## config.mk

```make
export PLATFORM = sky130hd
export DESIGN_NAME = tp_clk_div
export DESIGN_NICKNAME = d
export VERILOG_FILES = /design/src/rtl/tp_strap_pkg.sv /design/src/rtl/tp_clk_div.sv
export SDC_FILE = /design/constraint.sdc
export NUM_CORES = 1
export LEC_CHECK = 0
export BUFFER_PORTS_ARGS = -buffer_cell sky130_fd_sc_hd__buf_4
export CAP_MARGIN = 20
export CORE_ASPECT_RATIO = 1.2
export CORE_UTILIZATION = 35
export DETAILED_ROUTE_END_ITERATION = 10
export GPL_TIMING_DRIVEN = 0
export PLACE_DENSITY = 0.59
export SLEW_MARGIN = 40
export SYNTH_ARGS = -nofsm -noshare
export SYNTH_HDL_FRONTEND = slang
export SYNTH_SLANG_ARGS = --single-unit
```

## constraint.sdc

```tcl
create_clock -name clk_sys -period 4.95 [get_ports clk_sys]
set_input_delay 0 -clock clk_sys [delete_from_list [all_inputs] [get_ports clk_sys]]
set_output_delay 0 -clock clk_sys [all_outputs]
set_load 0.01 [all_outputs]
```

## src/rtl/tp_strap_pkg.sv

```systemverilog
// constants and types for the debug test-point strap capture block
package tp_strap_pkg;
  localparam int unsigned CLK_MHZ = 200;
  localparam int unsigned SAMPLE_DELAY_NS = 1500;
  localparam int unsigned SAMPLE_CYCLES = (SAMPLE_DELAY_NS * CLK_MHZ) / 1000;
  localparam int unsigned CNT_W = 9;
  localparam logic [CNT_W-1:0] SAMPLE_LAST = CNT_W'(SAMPLE_CYCLES - 1);
  localparam int unsigned TP_W = 8;
  localparam int unsigned SEL_W = 3;
  localparam logic [2:0] SEL_CLK_DEBUG = 3'h2;
  localparam logic [1:0] SEL_LOW_MASK = 2'h3;
  localparam logic [7:0] DEFAULT_SEL_MASK = 8'hff;
  // per test-point source codes
  localparam logic [2:0] SRC_HIZ = 3'h0;
  localparam logic [2:0] SRC_LOW = 3'h1;
  localparam logic [2:0] SRC_60 = 3'h2;
  localparam logic [2:0] SRC_30 = 3'h3;
  localparam logic [2:0] SRC_15 = 3'h4;
  localparam logic [2:0] SRC_7P5 = 3'h5;
  localparam logic [2:0] SRC_SW = 3'h6;
  // divider: 200 MHz core, half-periods in core cycles are not integral
  // for 60/30 MHz, so a fractional accumulator approximates them
  localparam logic [15:0] ACC_STEP_120 = 16'h9999;
  typedef enum logic [1:0] {
    ST_WAIT = 2'b00,
    ST_CAPTURE = 2'b01,
    ST_RUN = 2'b10
  } phase_e;
  typedef struct packed {
    logic [7:0] out;
    logic [7:0] oe;
  } pins_s;
endpackage

```

## src/rtl/tp_clk_div.sv

```systemverilog
// fractional clock generator for the debug clock outputs
`timescale 1ns/10ps
module tp_clk_div (
  input wire logic clk_sys,
  input wire logic rstn,
  input wire logic run,
  output logic clk_60,
  output logic clk_30,
  output logic clk_15,
  output logic clk_7p5
);
  logic [15:0] acc_q;
  logic [16:0] acc_sum;
  logic [3:0] div_q;
  assign acc_sum = {1'b0, acc_q} + {1'b0, tp_strap_pkg::ACC_STEP_120};
  // carry rate ~120 MHz toggles gives ~60 MHz, jittered by one core cycle
  always_ff @(posedge clk_sys or negedge rstn) begin
    if (!rstn) begin
      acc_q <= 16'h0000;
      div_q <= 4'h0;
    end else if (run) begin
      acc_q <= acc_sum[15:0];
      if (acc_sum[16]) begin
        div_q <= div_q + 4'h1;
      end
    end else begin
      acc_q <= 16'h0000;
      div_q <= 4'h0;
    end
  end
  assign clk_60 = div_q[0];
  assign clk_30 = div_q[1];
  assign clk_15 = div_q[2];
  assign clk_7p5 = div_q[3];
endmodule

```

* After elaboration in Yosys (flattened, before gate mapping)
Index checks and enable logic that the tools add are counted.
Cells by class: add/sub/neg operators 2, equal/unequal tests 1, muxes and demuxes 3
Operators with widths (count):
- adder 16 x 16 -> 17 bit (second input constant) | 1
- 2-to-1 mux 16 bit | 1
- 2-to-1 mux 4 bit | 2
- adder 4 x 1 -> 4 bit (second input constant) | 1
- inequality test 2 x 1 -> 1 bit (second input constant) | 1
Word-level totals: input bits 3, word-level logic and storage cells 8, output and inout bits 4, register bits after elaboration 20

* Logic depth before layout (Yosys ltp)
Gate-level depths: netlist of the first run.
word-level depth 3, mapped depth 5

* Least setup slack after synthesis of the first run
No wires, ideal clock.
kind register to register, start register acc_q[0], end register div_q[0], required time 4.881 ns, setup time 0.069 ns, data arrival time 1.702 ns, stages on the path, launching flop included 6, period minus slack after synthesis 1.771 ns, setup slack 3.179 ns, path buffers 0, path through dfrtp_1 > ha_1 > a211oi_2 > o221ai_2 > or4_1 > nand3_1
On the way: word-level cells in the longest chain between the ends 2
RTL lines:
- start, declared | RTL line tp_clk_div.sv:12 | logic [15:0] acc_q;
- start signal, assigned | RTL line tp_clk_div.sv:22 | acc_q <= acc_sum[15:0];
- adder 16 x 16 -> 17 bit | RTL line tp_clk_div.sv:15 | assign acc_sum = {1'b0, acc_q} + {1'b0, tp_strap_pkg::ACC_STEP_120};
- inequality test 2 x 1 -> 1 bit (no source line)
- end signal, assigned | RTL line tp_clk_div.sv:24 | div_q <= div_q + 4'h1;
- end, declared | RTL line tp_clk_div.sv:14 | logic [3:0] div_q;
No other way between the ends. A chain may end at the register's enable or synchronous reset.

* Final worst setup path of the first run
start register acc_q[0], end register div_q[2]
The elaborated chain is that of the path after synthesis.

==> metrics.md, run 1 <==
| Metric | Value |
|---|---|
| Via count | `909` |
| Number of sinks on the clock net | `20` |
| Post-synthesis sequential area ratio | `43.8%` |
| Sequential share of power | `50.7%` |
| Flop-to-flop setup slack | `2.94 ns` |
| Worst-case vdd ir drop | `0.000172 V` |
| Fill cell instance count of the final layout | `321` |
| Number of max-cap violations | `0` |
| Starting utilization of the core area | `between 30% and 40%` |
| Final routed wire length divided by cell count | `13.6 um` |
| Status | `finished, final reports clean` |
| Number of endpoints with negative hold slack in the final report | `0` |
| Via count normalized by instance count | `roughly 5.4` |
| Relative contribution of combinational cells to total power | `27.3%` |
| Remaining design rule violation count | `0` |
| Tightest Hold Check Type | `in -> reg` |
| Max H-tree Level | `1` |
| Via count of the first global-routing pass | `approximately 860` |
| Reg-to-reg endpoint | `div_q[2]` |
| Worst r2r src | `acc_q[0]` |
| Synth-to-Final Area Change | `11.9%` |
| Post-synthesis instance total | `120` |
| Clock root buffer master | `sky130_fd_sc_hd__clkbuf_4` |
| Cells resized by post-CTS repair | `0` |
| Unrepaired setup endpoints after global routing | `no` |
| Number of buffers created by CTS | `3` |
| Cells along the critical path | `ha_1, a211oi_2, o221ai_2, or4_1, nand3_1` |
| Crit path buffers/inverters | `0` |
| Post-synthesis async set-or-reset flop share | `100%` |
| Detailed-route wire length | `2280 um` |
| Clock tree from TritonCTS | `done` |
| Worst min-delay path startpoint | `run` |
| Final period demand of the worst path | `2.01 ns` |
| Synth Register Bits | `20` |
| Maximum number of pins on one net before global-route repair | `21` |
| Sequential Area | `between 500 and 600 um^2` |
| Element type at the critical path start | `register` |
| Number of antenna violations at the first check in global routing | `0` |
| Routability congestion estimate from global placement | `just over 0.7` |
| Initial DRT Pass Iterations | `4` |
| Total of hold buffers inserted after clock tree synthesis | `1` |
| Count of final max-slew check failures | `0` |
| Setup violation total in the final timing report | `0` |
| Achievable frequency | `497 MHz` |
| Per-instance average area after synthesis | `approximately 9.5 um^2` |
| Number of routed nets with antenna violations | `0` |
| I/O Buffers | `6` |
| Area of the multi-input gates | `611 um^2` |
| Area of the die | `3500 um^2` |
| Total setup buffers inserted after CTS | `0` |
| Count of warnings emitted by yosys | `0` |
| Mapped Area | `1140 um^2` |
| Count of nets after finishing | `137` |
| Most used flip-flop cell after synthesis | `sky130_fd_sc_hd__dfrtp_1` |
| Global route total overflow | `0` |
| I/O pin count | `7` |
| Clock latency on the worst-skew pair | `0.30 ns` |
| Clk network pwr share | `21.9%` |
| Worst Setup Path Type | `reg -> reg` |
| Maximum net fanout on the critical path | `10` |
| Crit path largest cell delay | `0.53 ns` |
| Antenna diode count | `0` |
| Arrival time reported for the critical path endpoint | `2.26 ns` |
| Leading area contributor after synthesis | `sky130_fd_sc_hd__dfrtp_1` |
| Worst-case clock buffer depth | `2` |
| EDFF count, synth | `0` |
| Top cell family by delay on the critical path | `compound AO/OA/AOI/OAI gates` |
| Fraction of layout instances using a drive strength above 1 | `13.0%` |
| Worst R2R Path Depth | `5` |
| Switching power share of the total | `around a third` |
| Floorplan core area | `between 3000 and 4000 um^2` |
| Main area contributors after synthesis | `sky130_fd_sc_hd__dfrtp_1, sky130_fd_sc_hd__and2_1, sky130_fd_sc_hd__nand2_1` |
| Detail Placement HPWL | `about 1700 um` |
| Crit path required time | `5.20 ns` |
| Least-Margin Pin Slew | `0.531 ns` |
| Count of unique library cells instantiated by Yosys | `39` |
| Critical path endpoint category | `register` |
| Setup_tns | `0 ns` |
| Synth cell count leaders | `sky130_fd_sc_hd__dfrtp_1, sky130_fd_sc_hd__nand2_1, sky130_fd_sc_hd__and2_1` |
| Total power divided by cell area | `340 nW/um^2` |
| Setup Skew | `0.00821 ns` |
| Internal power component | `just under 0.0003 W` |
| Switching pwr | `~0.00014 W` |
| Hold depth | `3` |
| Die height | `64.6 um` |
| Global-route wire length before repair | `3980 um` |
| Period Utilization, post-route | `40.6%` |
| Gr usage total | `between 10% and 20%` |
| Area share of the leading cell type in the synthesized netlist | `43.8%` |
| Most numerous cell in the Yosys netlist | `sky130_fd_sc_hd__dfrtp_1` |
| Master of the slowest instance on the critical path | `sky130_fd_sc_hd__or4_1` |
| Die X | `54.2 um` |
| Worst hold slack | `0.0592 ns` |
| Endpoint of the worst hold-timing path | `acc_q[15]` |
| Rows | `22` |
| Rel. slew slack | `64.4%` |
| Detailed router's first-iteration violation count | `10` |
| Synthesized net count | `125` |
| Clk slew on worst S/H paths | `0.12 ns` |
| Leak pwr | `0.542 nW` |
==> power groups by stage <==
| stage | Clock (W) | Combinational [W] | Sequential (W) |
|---|---|---|---|
| after floorplan | 0 | 0.0000791 | 0.000221 |
| after global placement | 0 | 0.000116 | 0.000222 |
| after detailed placement | 0 | 0.000119 | 0.000223 |
| after CTS | 0.0000987 | 0.000120 | 0.000221 |
| after global routing | 0.000105 | 0.000134 | 0.000226 |
| final | 0.0000953 | 0.000119 | 0.000221 |
==> sequential cells by signal, summed over array words and instances, names as in the netlist <==
register  count
acc_q        16
div_q         4
==> cell families (layout without fill, tap and decap cells) <==
| kind of cell | count (synthesis) | count (layout) | share of synthesized area (%) |
|---|---|---|---|
| compound gates | 25 | 25 | 17.3 |
| xor+xnor | 7 | 7 | 5.37 |
| fa+ha+maj | 2 | 2 | 2.19 |
| buf+inv | 8 | 19 | 2.74 |
| flops | 20 | 20 | 43.8 |
| mux | 2 | 2 | 1.75 |
| simple gates | 56 | 56 | 26.8 |
==> through the flow <==
stage | cell area (um^2) | total power (W) | std cells | worst slack [ns] | utilization [%]
floorplan | 1140 | 0.000300 | 120 | 3.18 | -
global placement | 1230 | 0.000339 | 162 | 2.98 | 40.0
detailed placement | 1230 | 0.000343 | 162 | 2.99 | 40.0
CTS | 1280 | 0.000439 | 167 | 2.96 | 41.5
global route | 1280 | 0.000465 | 167 | 2.81 | 41.5
finish | 1280 | 0.000435 | 167 | 2.94 | 41.5
==> placed cells by master (no fill, tap or decap), types with 3 or more instances in the layout <==
cell type                  synthesis  routed
sky130_fd_sc_hd__nand2_1          14      14
sky130_fd_sc_hd__nand3_1           5       5
sky130_fd_sc_hd__and2_1            9       9
sky130_fd_sc_hd__nand2b_1          3       3
sky130_fd_sc_hd__dfrtp_1          20      20
sky130_fd_sc_hd__nor3_1            4       4
sky130_fd_sc_hd__nor2_1            4       4
sky130_fd_sc_hd__clkbuf_1          5       5
sky130_fd_sc_hd__buf_4             0       6
sky130_fd_sc_hd__xnor2_1           4       4
sky130_fd_sc_hd__clkbuf_4          0       3
sky130_fd_sc_hd__o21ai_0           8       8
sky130_fd_sc_hd__xor2_1            3       3
==> worst max-delay path by stage <==
stage                        start  slack, ns  endpoint  cells after the start
after floorplan           acc_q[0]       3.18  div_q[0]                      5
after global placement    acc_q[0]       2.98  div_q[2]                      5
after global routing      acc_q[0]       2.81  div_q[0]                      5
final                     acc_q[0]       2.94  div_q[2]                      5
after CTS                 acc_q[0]       2.96  div_q[2]                      5
after detailed placement  acc_q[0]       2.99  div_q[0]                      5
==> layout make-up <==
cell class	count	share of cell area, %
Tap cell	36	3.52
Sequential cell	20	39.1
Buffer	6	1.86
Timing Repair Buffer	7	4.31
Inverter	2	0.587
Multi-Input combinational cell	92	47.7
Clock buffer	4	2.84
==> layer usage <==
| layer | share of wire, % | track usage, % |
|---|---|---|
| met1 | 49 | 20.4 |
| met5 | 0 | 0 |
| met2 | 48 | 25.0 |
| met4 | 0.66 | 5.77 |
| met3 | 1.9 | 2.11 |
==> worst register-to-register path, stage by stage (launching register included) <==
cell and delay (ns):
sky130_fd_sc_hd__dfrtp_1 0.42, sky130_fd_sc_hd__ha_1 0.27, sky130_fd_sc_hd__a211oi_2 0.35, sky130_fd_sc_hd__o221ai_2 0.29, sky130_fd_sc_hd__or4_1 0.53, sky130_fd_sc_hd__nand3_1 0.09
(Power assumes the default switching activity.)
==> run 2, diff against run 1 <==
--- a/config.mk
+++ b/config.mk
@@ -11,7 +11,7 @@
 export CORE_UTILIZATION = 35
 export DETAILED_ROUTE_END_ITERATION = 10
 export GPL_TIMING_DRIVEN = 0
-export PLACE_DENSITY = 0.59
+export PLACE_DENSITY = 0.61
 export SLEW_MARGIN = 40
 export SYNTH_ARGS = -nofsm -noshare
 export SYNTH_HDL_FRONTEND = slang
==> constraint.sdc (replaced) <==
create_clock -name clk_sys -period 1.8 [get_ports clk_sys]
set_input_delay 0 -clock clk_sys [delete_from_list [all_inputs] [get_ports clk_sys]]
set_output_delay 0 -clock clk_sys [all_outputs]
set_load 0.01 [all_outputs]
==> run 2 against run 1 <==
Net effect:
- largest power group unchanged
- largest cell class unchanged
- clock skew shrank 0.00065 ns
- critical path type unchanged
- count of clock-buffer cells in the layout shrank 1
- non-clock buffer count grew 6
- sequential share of layout area shrank 2.8 points
- final area grew 7.7%
- global-route usage grew 0.29 points
- maximum frequency grew 14%
==> metrics.md, run 2 (synthesis results as in run 1) <==
| Metric | Value |
|---|---|
| Status | `finished, final reports clean` |
| Internal power component | `0.000928 W (+220%)` |
| Sequential share of power | `45.2% (-5.5 points)` |
| Worst Setup Path Type | `reg -> reg` |
| Count of final max-slew check failures | `0 (unchanged)` |
| Remaining design rule violation count | `0 (unchanged)` |
| Detailed-route wire length | `2480 um (+8.8%)` |
| Setup Skew | `0.00755 ns (-0.000655 ns)` |
| Max H-tree Level | `1 (unchanged)` |
| Clk slew on worst S/H paths | `0.13 ns (about the same)` |
| Achievable frequency | `569 MHz (+14%)` |
| Tightest Hold Check Type | `in -> async` |
| Element type at the critical path start | `register` |
| Global route total overflow | `0 (unchanged)` |
| Clock root buffer master | `sky130_fd_sc_hd__clkbuf_4` |
| Total power after layout | `0.00135 W (+210%)` |
| Die height | `64.6 um (unchanged)` |
| Routability congestion estimate from global placement | `0.734 (+1.1%)` |
| Largest register FFs | `16 (unchanged)` |
| Fraction of layout instances using a drive strength above 1 | `18.2% (+5.3 points)` |
| Antenna diode count | `0 (unchanged)` |
| Relative contribution of combinational cells to total power | `26.7% (-0.6 points)` |
| Detailed router's first-iteration violation count | `13 (+3)` |
| Worst-case clock buffer depth | `2 (unchanged)` |
| Most frequent cells in the layout | `sky130_fd_sc_hd__dfrtp_1, sky130_fd_sc_hd__nand2_1, sky130_fd_sc_hd__buf_4` |
| Critical path endpoint category | `register` |
| Worst-case vdd ir drop | `0.000591 V (+240%)` |
| Initial DRT Pass Iterations | `4 (unchanged)` |
| Worst r2r src | `acc_q[1]` |
| Register containing the most flip-flops in the final layout | `acc_q` |
| Worst hold slack | `0.0771 ns (+0.0180 ns)` |
| Number of antenna violations at the first check in global routing | `0 (unchanged)` |
| Arrival time reported for the critical path endpoint | `2.02 ns (-0.24 ns)` |
| Switching pwr | `0.000427 W (+200%)` |
| Period Utilization, post-route | `97.6% (+57 points)` |
| Setup violation total in the final timing report | `0 (unchanged)` |
| Maximum net fanout on the critical path | `7 (-3)` |
| Rel. slew slack | `70.2% (+5.9 points)` |
| Synth-to-Final Area Change | `20.6%` |
| Global-route wire length before repair | `3980 um (unchanged)` |
| Via count normalized by instance count | `5.47 (+0.46%)` |
| Leading registers by flop count | `acc_q (16), div_q (4)` |
| Least-Margin Pin Slew | `0.446 ns (-0.0843 ns)` |
| Count of nets after finishing | `143 (+4.4%)` |
| Maximum number of pins on one net before global-route repair | `21 (unchanged)` |
| Starting utilization of the core area | `37.1% (unchanged)` |
| Die X | `54.2 um (unchanged)` |
| I/O Buffers | `6 (unchanged)` |
| Final period demand of the worst path | `1.76 ns (-0.253 ns)` |
| I/O pin count | `7 (unchanged)` |
| Switching power share of the total | `31.5% (-1.4 points)` |
| Final routed wire length divided by cell count | `14.3 um (+5.0%)` |
| Worst setup path endpoint | `div_q[0]` |
| Crit path required time | `2.06 ns (-3.14 ns)` |
| Leak pwr | `0.582 nW (+7.4%)` |
| Rows | `22 (unchanged)` |
| Flop-to-flop setup slack | `0.04 ns (-2.90 ns)` |
| Clock tree from TritonCTS | `done` |
| Number of routed nets with antenna violations | `0 (unchanged)` |
| Number of endpoints with negative hold slack in the final report | `0 (unchanged)` |
| Via count | `946 (+4.1%)` |
| Worst setup path startpoint | `acc_q[1]` |
| Clock latency on the worst-skew pair | `0.32 ns (+0.02 ns)` |
| Detail Placement HPWL | `1670 um (-1.8%)` |
| Number of buffers created by CTS | `3 (unchanged)` |
| Fill cell instance count of the final layout | `298 (-7.2%)` |
| Worst R2R Path Depth | `5 (unchanged)` |
| Via count of the first global-routing pass | `895 (+4.7%)` |
| Area of the die | `3500 um^2 (unchanged)` |
| Clk network pwr share | `28.0% (+6.1 points)` |
| Number of max-cap violations | `0 (unchanged)` |
| Most frequent standard cell in the layout excluding fill and tap cells | `sky130_fd_sc_hd__dfrtp_1` |
| Number of sinks on the clock net | `20 (unchanged)` |
| Reg-to-reg endpoint | `div_q[0]` |
| Gr usage total | `15.8% (+0.29 points)` |
| Total power divided by cell area | `983 nW/um^2 (+190%)` |
| Floorplan core area | `3080 um^2 (unchanged)` |
## run 2: worst min-delay path by stage
stage	slack, ns	endpoint	startpoint	cells past startpoint
global placement	-0.11	acc_q[2]	rstn	1
finish	0.08	acc_q[2]	rstn	2
detailed placement	-0.1	acc_q[3]	rstn	1
CTS	0.06	div_q[0]	run	4
floorplan	-0.30	acc_q[0]	rstn	0
global route	0.09	div_q[0]	run	4
## run 2: routing by layer
| metal | global-route usage [%] | vias to the layer above | routed length, um |
|---|---|---|---|
| met5 | 0 | - | 0 |
| met4 | 5.77 | 0 | 28 |
| met3 | 4.23 | 4 | 112 |
| met2 | 26.7 | 22 | 1260 |
| met1 | 18.3 | 449 | 1080 |
| li1 | - | 471 | - |
## run 2: final cells by class
type	instances	area [um^2]	share of cell area [%]
Buffer	6	23.8	1.73
Clock buffer	3	22.5	1.63
Clock inverter	1	30.0	2.18
Inverter	2	7.51	0.545
Multi-Input combinational cell	92	648	47.0
Sequential cell	20	500	36.3
Tap cell	36	45.0	3.27
Timing Repair Buffer	13	100	7.27
## run 2: power by group through the flow
stage	registers (W)	clock network, W	logic [W]
3_3_place_gp	0.000610	0	0.000321
4_1_cts	0.000607	0.000395	0.000352
3_5_place_dp	0.000613	0	0.000324
5_1_grt	0.000623	0.000411	0.000404
6_report	0.000613	0.000380	0.000362
2_1_floorplan	0.000607	0	0.000218
## run 2: what timing repair did
| action | 4_1_cts | 5_1_grt |
|---|---|---|
| endpoints found under the hold margin | 20 | 0 |
| setup buffers | 4 | 2 |
| gates resized for setup | 3 | 4 |
| endpoints found under the setup margin | 6 | 4 |
| pin swaps | 2 | 5 |
| hold buffers | 1 | 0 |
## run 2: metrics by stage
step	setup slack, ns	cell area (um^2)	instances	setup TNS (ns)	util [%]
6_report	0.0427	1380	173	0	44.7
3_3_place_gp	-0.174	1230	162	-0.437	40.0
3_5_place_dp	-0.193	1230	162	-0.520	40.0
4_1_cts	0.0156	1350	171	0	43.7
2_1_floorplan	0.0288	1140	120	0	-
5_1_grt	-0.0144	1380	173	-0.0309	44.7
## run 2: worst max-delay path, stage by stage (launching register included)
cell	delay, ns
sky130_fd_sc_hd__dfrtp_1	0.46
sky130_fd_sc_hd__ha_4	0.21
sky130_fd_sc_hd__a211oi_4	0.30
sky130_fd_sc_hd__o221ai_4	0.20
sky130_fd_sc_hd__or4_1	0.43
sky130_fd_sc_hd__nand3_1	0.10
